$ cat src/hw/fpe_pkg.sv
// package: register map, fields and types for flash program/erase control
package fpe_pkg;

    // ------------------------------------------------------------------
    // register offsets (byte addresses on the plain register port)
    // ------------------------------------------------------------------
    localparam logic [7:0] FPE_OFS_CONTROL  = 8'h00;
    localparam logic [7:0] FPE_OFS_STATUS   = 8'h01;
    localparam logic [7:0] FPE_OFS_EBLK_LO  = 8'h02;
    localparam logic [7:0] FPE_OFS_EBLK_HI  = 8'h03;
    localparam logic [7:0] FPE_OFS_EMUL     = 8'h04;
    localparam logic [7:0] FPE_OFS_POWER    = 8'h05;
    localparam logic [7:0] FPE_OFS_ACCESS   = 8'h06;
    localparam logic [7:0] FPE_OFS_MODE     = 8'h07;

    // ------------------------------------------------------------------
    // field positions
    // ------------------------------------------------------------------
    localparam int FPE_BIT_PROGRAM   = 0;
    localparam int FPE_BIT_ERASE     = 1;
    localparam int FPE_BIT_PSETUP    = 4;
    localparam int FPE_BIT_ESETUP    = 5;
    localparam int FPE_BIT_SWE       = 6;
    localparam int FPE_BIT_FWE       = 7;
    localparam int FPE_BIT_ERROR     = 7;
    localparam int FPE_BIT_RAMSEL    = 3;
    localparam int FPE_BIT_PDDIS     = 7;
    localparam int FPE_BIT_REGEN     = 3;

    localparam logic [7:0] FPE_ZERO_BYTE   = 8'h00;
    localparam logic [7:0] FPE_CTRL_WMASK  = 8'h73;
    localparam logic [7:0] FPE_EBLO_WMASK  = 8'hff;
    localparam logic [7:0] FPE_EBHI_WMASK  = 8'h03;
    localparam logic [7:0] FPE_EMUL_WMASK  = 8'h1f;
    localparam logic [2:0] FPE_AREA_MAX    = 3'h3;

    // mode pin codes, write-enable pin high
    localparam logic [2:0] FPE_MD_BOOT_24  = 3'h2;
    localparam logic [2:0] FPE_MD_BOOT_16  = 3'h3;
    localparam logic [2:0] FPE_MD_USER_6   = 3'h6;
    localparam logic [2:0] FPE_MD_USER_7   = 3'h7;

    typedef enum logic [2:0] {
        FPE_MODE_NORMAL,
        FPE_MODE_BOOT_24,
        FPE_MODE_BOOT_16,
        FPE_MODE_USER_6,
        FPE_MODE_USER_7
    } fpe_mode_type;

    typedef struct packed {
        logic       program_active;
        logic       erase_active;
        logic       program_setup;
        logic       erase_setup;
        logic [9:0] erase_blocks;
        logic       overlay_on;
        logic [2:0] overlay_area;
        logic       power_down_disable;
        logic       error_protect;
    } fpe_array_ctrl_type;

endpackage

$ cat src/hw/fpe_flash_ctrl.sv
// flash program/erase control registers, mode decode and guards
`timescale 1ns/1ps

module fpe_flash_ctrl
    import fpe_pkg::*;
#(
    parameter int ADDR_W = 8
) (
    input  wire logic              i_clk,
    input  wire logic              i_reset_n,
    input  wire logic [ADDR_W-1:0] i_addr,
    input  wire logic [7:0]        i_wdata,
    input  wire logic              i_wr,
    input  wire logic              i_rd,
    output logic      [7:0]        o_rdata,
    input  wire logic              i_flash_write_enable_pin,
    input  wire logic              i_mode_pin_2,
    input  wire logic              i_mode_pin_1,
    input  wire logic              i_mode_pin_0,
    input  wire logic              i_op_fail,
    input  wire logic              i_sub_active,
    output fpe_array_ctrl_type     o_array,
    output logic                   o_flash_power_down,
    output logic                   o_onboard_programming,
    output fpe_mode_type           o_mode
);

    // elaboration check: fewer than three address bits miss the mode reg
    if (ADDR_W < 3) begin : g_addr_check
        $error("fpe_flash_ctrl: ADDR_W too small for the map");
    end

    // ------------------------------------------------------------------
    // address decode
    // ------------------------------------------------------------------
    // address bits above the map up to bit 7 miss every register; higher bits are dropped
    wire logic [7:0] addr8 = 8'(i_addr);
    wire logic hit_ctrl  = (addr8 == FPE_OFS_CONTROL);
    wire logic hit_stat  = (addr8 == FPE_OFS_STATUS);
    wire logic hit_eblo  = (addr8 == FPE_OFS_EBLK_LO);
    wire logic hit_ebhi  = (addr8 == FPE_OFS_EBLK_HI);
    wire logic hit_emul  = (addr8 == FPE_OFS_EMUL);
    wire logic hit_power = (addr8 == FPE_OFS_POWER);
    wire logic hit_acc   = (addr8 == FPE_OFS_ACCESS);
    wire logic hit_mode  = (addr8 == FPE_OFS_MODE);

    logic [7:0]   ctrl_q,  ctrl_d;
    logic         err_q,   err_d;
    logic [7:0]   eblo_q,  eblo_d;
    logic [1:0]   ebhi_q,  ebhi_d;
    logic [4:0]   emul_q,  emul_d;
    logic         pdd_q,   pdd_d;
    logic [7:0]   acc_q,   acc_d;
    logic [7:0]   rdata_q, rdata_d;
    fpe_mode_type mode_q,  mode_d;
    logic         latched_q;

    wire logic regen    = acc_q[FPE_BIT_REGEN];
    // flash control group is only reachable while mapped
    wire logic fl_grp   = hit_ctrl | hit_stat | hit_eblo | hit_ebhi;
    wire logic wr_gate  = i_wr & (regen | ~fl_grp);
    wire logic flash_write_enable_pin      = i_flash_write_enable_pin;
    wire logic [2:0] md = {i_mode_pin_2, i_mode_pin_1, i_mode_pin_0};

    // ------------------------------------------------------------------
    // mode pin decode, sampled on the cycle after reset release
    // ------------------------------------------------------------------
    // pins must be settled before reset is released; they are taken once
    wire logic md_boot24 = flash_write_enable_pin & (md == FPE_MD_BOOT_24);
    wire logic md_boot16 = flash_write_enable_pin & (md == FPE_MD_BOOT_16);
    wire logic md_user6  = flash_write_enable_pin & (md == FPE_MD_USER_6);
    wire logic md_user7  = flash_write_enable_pin & (md == FPE_MD_USER_7);

    always_comb begin
        mode_d = mode_q;
        if (!latched_q) begin
            if (md_boot24) begin
                mode_d = FPE_MODE_BOOT_24;
            end else if (md_boot16) begin
                mode_d = FPE_MODE_BOOT_16;
            end else if (md_user6) begin
                mode_d = FPE_MODE_USER_6;
            end else if (md_user7) begin
                mode_d = FPE_MODE_USER_7;
            end else begin
                mode_d = FPE_MODE_NORMAL;
            end
        end
    end

    // pins only steer the mode at reset release; later changes ignored
    wire logic onboard = (mode_q != FPE_MODE_NORMAL);

    // ------------------------------------------------------------------
    // first control register: enables, setup and operation bits
    // ------------------------------------------------------------------
    wire logic       ctrl_wr = wr_gate & hit_ctrl;
    wire logic [7:0] ctrl_w  = ctrl_wr ? (i_wdata & FPE_CTRL_WMASK)
                                       : (ctrl_q & FPE_CTRL_WMASK);
    // trade-off: prerequisites are judged on the value being written,
    // so one write may set the enable and a setup bit together
    // write enable also needs a latched on-board mode
    wire logic swe_n   = ctrl_w[FPE_BIT_SWE] & flash_write_enable_pin & onboard;
    wire logic psu_n   = ctrl_w[FPE_BIT_PSETUP] & swe_n;
    wire logic esu_n   = ctrl_w[FPE_BIT_ESETUP] & swe_n;
    // program needs pin, enable and setup; clearing cancels
    wire logic prg_n   = ctrl_w[FPE_BIT_PROGRAM] & psu_n;
    // erase needs enable and erase setup
    wire logic ers_n   = ctrl_w[FPE_BIT_ERASE] & esu_n;

    // pin mirror follows the pin every cycle; software cannot set it
    always_comb begin
        ctrl_d                  = FPE_ZERO_BYTE;
        ctrl_d[FPE_BIT_FWE]     = flash_write_enable_pin;
        ctrl_d[FPE_BIT_SWE]     = swe_n;
        ctrl_d[FPE_BIT_PSETUP]  = psu_n;
        ctrl_d[FPE_BIT_ESETUP]  = esu_n;
        ctrl_d[FPE_BIT_PROGRAM] = prg_n;
        ctrl_d[FPE_BIT_ERASE]   = ers_n;
    end

    // ------------------------------------------------------------------
    // error flag: set by a failed operation, never by software
    // ------------------------------------------------------------------
    wire logic busy = ctrl_q[FPE_BIT_PROGRAM] | ctrl_q[FPE_BIT_ERASE];
    // a failure reported with no operation running is ignored
    assign err_d = err_q | (i_op_fail & busy);

    // ------------------------------------------------------------------
    // erase block selects with one-hot guard
    // ------------------------------------------------------------------
    wire logic [7:0] eblo_w = (wr_gate & hit_eblo)
                            ? (i_wdata & FPE_EBLO_WMASK) : eblo_q;
    // upper six bits of the high select are not stored, read as zero
    wire logic [7:0] ebhi_m = i_wdata & FPE_EBHI_WMASK;
    wire logic [1:0] ebhi_w = (wr_gate & hit_ebhi)
                            ? ebhi_m[1:0] : ebhi_q;
    wire logic [9:0] eb_all = {ebhi_w, eblo_w};
    // judged on the value about to be stored, so a second bit set in
    // either register clears both in the same edge
    // x & (x-1) nonzero means two or more bits set
    wire logic eb_multi = |(eb_all & (eb_all - 10'h001));
    wire logic eb_clear = ~ctrl_d[FPE_BIT_SWE] | eb_multi;
    assign eblo_d = eb_clear ? FPE_ZERO_BYTE : eblo_w;
    assign ebhi_d = eb_clear ? 2'h0 : ebhi_w;

    // ------------------------------------------------------------------
    // emulation, power and access registers (not gated by mapping)
    // ------------------------------------------------------------------
    // these stay writable while the flash group is unmapped
    wire logic [7:0] emul_m = i_wdata & FPE_EMUL_WMASK;
    assign emul_d = (i_wr & hit_emul) ? emul_m[4:0] : emul_q;
    assign pdd_d  = (i_wr & hit_power) ? i_wdata[FPE_BIT_PDDIS] : pdd_q;
    assign acc_d  = (i_wr & hit_acc) ? i_wdata : acc_q;

    wire logic       overlay_on   = emul_q[FPE_BIT_RAMSEL];
    wire logic [2:0] overlay_area = emul_q[2:0];
    // prohibited area codes would hit no 1K block: treat as no overlay
    wire logic area_ok = (overlay_area <= FPE_AREA_MAX);
    // codes above three still protect the array: the safe default
    wire logic protect = err_q | overlay_on;

    // ------------------------------------------------------------------
    // read path, data one cycle after the strobe
    // ------------------------------------------------------------------
    // deselected group reads zero rather than stale contents
    // mode readback: bit 3 on-board, low bits the mode index
    wire logic [7:0] stat_rd = {err_q, 7'h00};
    always_comb begin
        rdata_d = FPE_ZERO_BYTE;
        if (!i_rd) begin
            rdata_d = FPE_ZERO_BYTE;
        end else if (fl_grp && !regen) begin
            rdata_d = FPE_ZERO_BYTE;
        end else if (hit_ctrl) begin
            rdata_d = ctrl_q;
        end else if (hit_stat) begin
            rdata_d = stat_rd;
        end else if (hit_eblo) begin
            rdata_d = eblo_q;
        end else if (hit_ebhi) begin
            rdata_d = {6'h00, ebhi_q};
        end else if (hit_emul) begin
            rdata_d = {3'h0, emul_q};
        end else if (hit_power) begin
            rdata_d = {pdd_q, 7'h00};
        end else if (hit_acc) begin
            rdata_d = acc_q;
        end else if (hit_mode) begin
            rdata_d = {4'h0, onboard, 3'(mode_q)};
        end
    end

    // ------------------------------------------------------------------
    // state: control register and error flag
    // ------------------------------------------------------------------
    // next values come from the named wires above, so each block only
    // chooses between reset and the prepared value
    always_ff @(posedge i_clk) begin
        if (!i_reset_n) begin
            ctrl_q <= FPE_ZERO_BYTE;
        end else begin
            ctrl_q <= ctrl_d;
        end
    end

    // sticky until reset: software has no way to clear it
    always_ff @(posedge i_clk) begin
        if (!i_reset_n) begin
            err_q <= 1'b0;
        end else begin
            err_q <= err_d;
        end
    end

    // ------------------------------------------------------------------
    // state: erase block selects
    // ------------------------------------------------------------------
    always_ff @(posedge i_clk) begin
        if (!i_reset_n) begin
            eblo_q <= FPE_ZERO_BYTE;
        end else begin
            eblo_q <= eblo_d;
        end
    end

    always_ff @(posedge i_clk) begin
        if (!i_reset_n) begin
            ebhi_q <= 2'h0;
        end else begin
            ebhi_q <= ebhi_d;
        end
    end

    // ------------------------------------------------------------------
    // state: emulation, power and access
    // ------------------------------------------------------------------
    always_ff @(posedge i_clk) begin
        if (!i_reset_n) begin
            emul_q <= 5'h00;
        end else begin
            emul_q <= emul_d;
        end
    end

    always_ff @(posedge i_clk) begin
        if (!i_reset_n) begin
            pdd_q <= 1'b0;
        end else begin
            pdd_q <= pdd_d;
        end
    end

    // access register resets unmapped: software must map the group first
    always_ff @(posedge i_clk) begin
        if (!i_reset_n) begin
            acc_q <= FPE_ZERO_BYTE;
        end else begin
            acc_q <= acc_d;
        end
    end

    // ------------------------------------------------------------------
    // state: read data and mode latch
    // ------------------------------------------------------------------
    // read data stands one cycle, then falls back to zero
    always_ff @(posedge i_clk) begin
        if (!i_reset_n) begin
            rdata_q <= FPE_ZERO_BYTE;
        end else begin
            rdata_q <= rdata_d;
        end
    end

    always_ff @(posedge i_clk) begin
        if (!i_reset_n) begin
            mode_q <= FPE_MODE_NORMAL;
        end else begin
            mode_q <= mode_d;
        end
    end

    // set at the first edge after release; freezes the mode from then on
    always_ff @(posedge i_clk) begin
        if (!i_reset_n) begin
            latched_q <= 1'b0;
        end else begin
            latched_q <= 1'b1;
        end
    end

    // ------------------------------------------------------------------
    // outputs to the flash array
    // ------------------------------------------------------------------
    assign o_rdata = rdata_q;
    assign o_array.program_active = ctrl_q[FPE_BIT_PROGRAM] & ~protect;
    assign o_array.erase_active   = ctrl_q[FPE_BIT_ERASE] & ~protect;
    assign o_array.program_setup  = ctrl_q[FPE_BIT_PSETUP];
    assign o_array.erase_setup    = ctrl_q[FPE_BIT_ESETUP];
    assign o_array.erase_blocks   = {ebhi_q, eblo_q};
    assign o_array.overlay_on     = overlay_on & area_ok;
    assign o_array.overlay_area   = overlay_area;
    assign o_array.power_down_disable = pdd_q;
    assign o_array.error_protect  = err_q;

    // ------------------------------------------------------------------
    // outputs: power and mode
    // ------------------------------------------------------------------
    // limitation: power-down follows sub-active with no settling delay
    assign o_flash_power_down     = i_sub_active & ~pdd_q;
    assign o_onboard_programming  = onboard;
    assign o_mode                 = mode_q;

endmodule // fpe_flash_ctrl

$ cat config.mk
export PLATFORM = sky130hd
export DESIGN_NAME = fpe_flash_ctrl
export DESIGN_NICKNAME = d
export VERILOG_FILES = /design/src/hw/fpe_pkg.sv /design/src/hw/fpe_flash_ctrl.sv
export SDC_FILE = /design/constraint.sdc
export NUM_CORES = 1
export LEC_CHECK = 0
export ABC_AREA = 0
export BUFFER_PORTS_ARGS = -buffer_cell sky130_fd_sc_hd__buf_2
export CAP_MARGIN = 10
export CELL_PAD_IN_SITES_DETAIL_PLACEMENT = 0
export CELL_PAD_IN_SITES_GLOBAL_PLACEMENT = 1
export CORE_ASPECT_RATIO = 1.75
export CORE_MARGIN = 5
export CORE_UTILIZATION = 42
export CTS_CLUSTER_SIZE = 40
export DETAILED_ROUTE_END_ITERATION = 10
export PLACE_DENSITY_LB_ADDON = 0.1
export SYNTH_ARGS = -nofsm -noshare
export SYNTH_HDL_FRONTEND = slang
export SYNTH_SLANG_ARGS = --single-unit
export TNS_END_PERCENT = 100
$ cat constraint.sdc
create_clock -name i_clk -period 4.17 [get_ports i_clk]
set_input_delay 0.6255 -clock i_clk [delete_from_list [all_inputs] [get_ports i_clk]]
set_output_delay 0.6255 -clock i_clk [all_outputs]
set_load 0.005 [all_outputs]
==> impl_metrics.yaml <==
timing:
  min_period_ps: 2650
  tightestPinTransition_ps: 614
  fin_crit_sh_pct: 63.5
  rsz0062_at_grt: "no"
  fmax_mhz: 377
  hold_viol: 0
  fin_setup_tns_ps: 0
  finalMaxSlewViolations: 0
  finalSetupViolCount: 0
  timing.hold.ws_ps: 503
  finClkSkew_ps: 6.46
  max-slew-margin-rel_pct: 58.8
yosys:
  synthCells: 249
  syn_avg_cell_area_um2: 9.13
  ys_async_sr_fraction_pct: 0
  synthFlopType: "dfxtp_1"
  synth.distinct_cells: 46
  yosys_warnings: 0
  syn_area_mm2: 0.00227
  synth_edf_count: 0
  synth_seq_cells: 43
  seq_area_frac_synth_pct: 37.9
  synth_fp_nets: 275
floorplanning:
  die_y_um: 107
  core_region_area_mm2: 0.00526
  die-area_mm2: 0.00704
  dieWidth_um: 65.6
  rows: 35
  initial_core_util_pct: 43.2
  pin_count: 59
cells_and_area:
  final_nets: 322
  area_delta_synth_final_pct: 14.5
  drive_gt1_share_pct: 26.6
  n_fill_cell: 545
  antennaDiodeCount: 0
  fin_util_pct: 49.5
  layout.cells.non_filler: 352
clock_tree:
  cts-htree-levels: 2
  ctsResizeCount: 0
  clkLatencyLatePin_ps: 300
  cts_buffers: 5
  cts_tree: "done"
  holdBufCountCts: 0
  clkTransAtPathRegs_ps: 80
  cts.sinks: 43
  root_buffer: "clkbuf_8"
  postCtsSetupRepairBufs: 0
  clockBufferDepth: 2
detailed_routing:
  drt-wirelength-per-cell_um: 17.7
  ant_nets: 0
  drc: 0
  viasPerCell: 5.49
  wl_um: 6230
  drt_iter0_drc: 105
  dr.pass1.iters: 4
  vias: 1934
placement:
  placed_cells: 344
  portBuffers: 58
  gp_congestion: 0.811
  place_hpwl_um: 4850
setup_path:
  rr_startpoint: "acc_q[3]"
  worstSetupPathType: "input port to flip-flop"
  startpoint: "i_addr[1]"
  worst_r2r_path_depth: 7
  end_kind: "flip-flop"
  critPathArrivalTime_ps: 2820
  crit_fanout: 18
  r2r_end: "eblo_q[6]"
  required_ps: 4340
  r2r_slack_ps: 1890
  worstSetupEndpoint: "eblo_q[6]"
  crit_path_start_kind: "input port"
hold_path:
  worstHoldPathType: "flip-flop to flip-flop"
  hold_depth: 2
global_routing:
  busiest_layer: "met2"
  antenna_found_initial: 0
  grt_util_all_layers_pct: 18.7
  grt_pass1_vias: 1915
  grt_use_met1_pct: 21.4
  grt_use_met2_pct: 34.3
  grt_pass1_wl_um: 9930
  grt_overflow_total: 0
  grt_max_degree: 23
  grtUsageMet3_pct: 3.45
pwr:
  p_leak_nw: 1.07
  peakVddDrop_v: 0.000202
  pwr_density_cell_mw_per_mm2: 293
  finalPower_uw: 763
run_status:
  outcome: "complete, no violations"
job:
  maxCapViolCount: 0
[cells in the final DEF (no fill, tap or decap), types with 2 or more instances in the layout]
cell type / instances
a21oi_1: 9
a22oi_1: 4
a31oi_1: 4
and3_1: 2
buf_2: 58
clkbuf_8: 7
dfxtp_1: 43
inv_1: 7
maj3_1: 4
mux2_2: 3
mux2i_1: 28
nand2_1: 20
nand3_1: 11
nor2_1: 11
nor2b_1: 20
nor3_1: 17
nor3b_1: 5
nor3b_2: 2
nor4_1: 3
o21a_1: 2
o21ai_0: 10
o22ai_1: 2
o31ai_1: 2
or3_1: 3
[worst min-delay path by stage]
stage | to | slack [ps] | from
floorplan | ctrl_q[4] | 460 | ctrl_q[4]
global placement | ctrl_q[5] | 490 | ctrl_q[5]
CTS | ctrl_q[5] | 500 | ctrl_q[5]
finish | ctrl_q[5] | 500 | ctrl_q[5]
global route | ctrl_q[5] | 530 | ctrl_q[5]
detailed placement | ctrl_q[5] | 490 | ctrl_q[5]
[cell families after synthesis]
logic type	share of synthesized area (%)
AND/OR/NAND/NOR	26.6
flip-flops	37.9
AO/OA/AOI/OAI	10.7
multiplexers	15.4
buffers and inverters	7.21
adder cells (fa/ha/maj)	1.76
XOR/XNOR	0.386
[per-layer routing]
| layer | wire [um] | share of wire, % |
|---|---|---|
| met1 | 2480 | 40 |
| met2 | 3430 | 55 |
| met3 | 239 | 3.8 |
| met4 | 78 | 1.3 |
| met5 | 0 | 0 |
[critical path, cell delays in order]
cell     delay, ps
buf_2          300
nor3b_1        370
nor4b_4        250
buf_4          260
mux2i_1        160
maj3_1         380
mux2i_2        350
nor3_1         110
[layout make-up]
type | count | area (um2) | share of cell area, %
Tap cell | 55 | 68.8 | 2.65
Timing Repair Buffer | 59 | 298 | 11.4
Multi-Input combinational cell | 180 | 1250 | 48.0
Inverter | 7 | 26.3 | 1.01
Sequential cell | 43 | 861 | 33.1
Clock buffer | 8 | 100 | 3.85
[power by group]
group          leakage, nW  internal [mW]  switching [mW]
clock network       0.0515          0.151           0.139
registers            0.347          0.412         0.00154
logic                0.673         0.0230          0.0369
total                 1.07          0.586           0.177
[synthesized netlist by cell type, types with 2 or more instances]
| cell type | count | share of area, % |
|---|---|---|
| a21oi_1 | 9 | 2.0 |
| a22oi_1 | 4 | 1.3 |
| a31oi_1 | 4 | 1.1 |
| and3_1 | 2 | 0.55 |
| buf_1 | 2 | 0.33 |
| buf_4 | 8 | 2.6 |
| buf_6 | 2 | 0.99 |
| clkbuf_1 | 4 | 0.66 |
| clkbuf_8 | 2 | 1.2 |
| dfxtp_1 | 43 | 38 |
| inv_1 | 7 | 1.2 |
| maj3_1 | 4 | 1.8 |
| mux2_2 | 3 | 1.5 |
| mux2i_1 | 28 | 12 |
| nand2_1 | 20 | 3.3 |
| nand3_1 | 11 | 2.4 |
| nor2_1 | 11 | 1.8 |
| nor2b_1 | 20 | 5.5 |
| nor3_1 | 17 | 3.7 |
| nor3b_1 | 5 | 1.7 |
| nor3b_2 | 2 | 1.1 |
| nor4_1 | 3 | 0.83 |
| o21a_1 | 2 | 0.66 |
| o21ai_0 | 10 | 2.2 |
| o22ai_1 | 2 | 0.55 |
| o31ai_1 | 2 | 0.66 |
| or3_1 | 3 | 0.83 |
[flip-flops by register name, summed over array words and instances (netlist names)]
name / flops
pdd_q: 1
latched_q: 1
eblo_q: 8
ctrl_q: 6
err_q: 1
o_rdata: 8
acc_q: 8
o_mode: 3
ebhi_q: 2
emul_q: 5
[per-stage QoR]
step,setup WS (ps),area [um2]
after floorplan,1620,2270
after global placement,1240,2500
after detailed placement,1190,2500
after CTS,1510,2600
after global routing,1310,2600
final,1520,2600
Note: power is estimated with default switching activity, not from simulation.
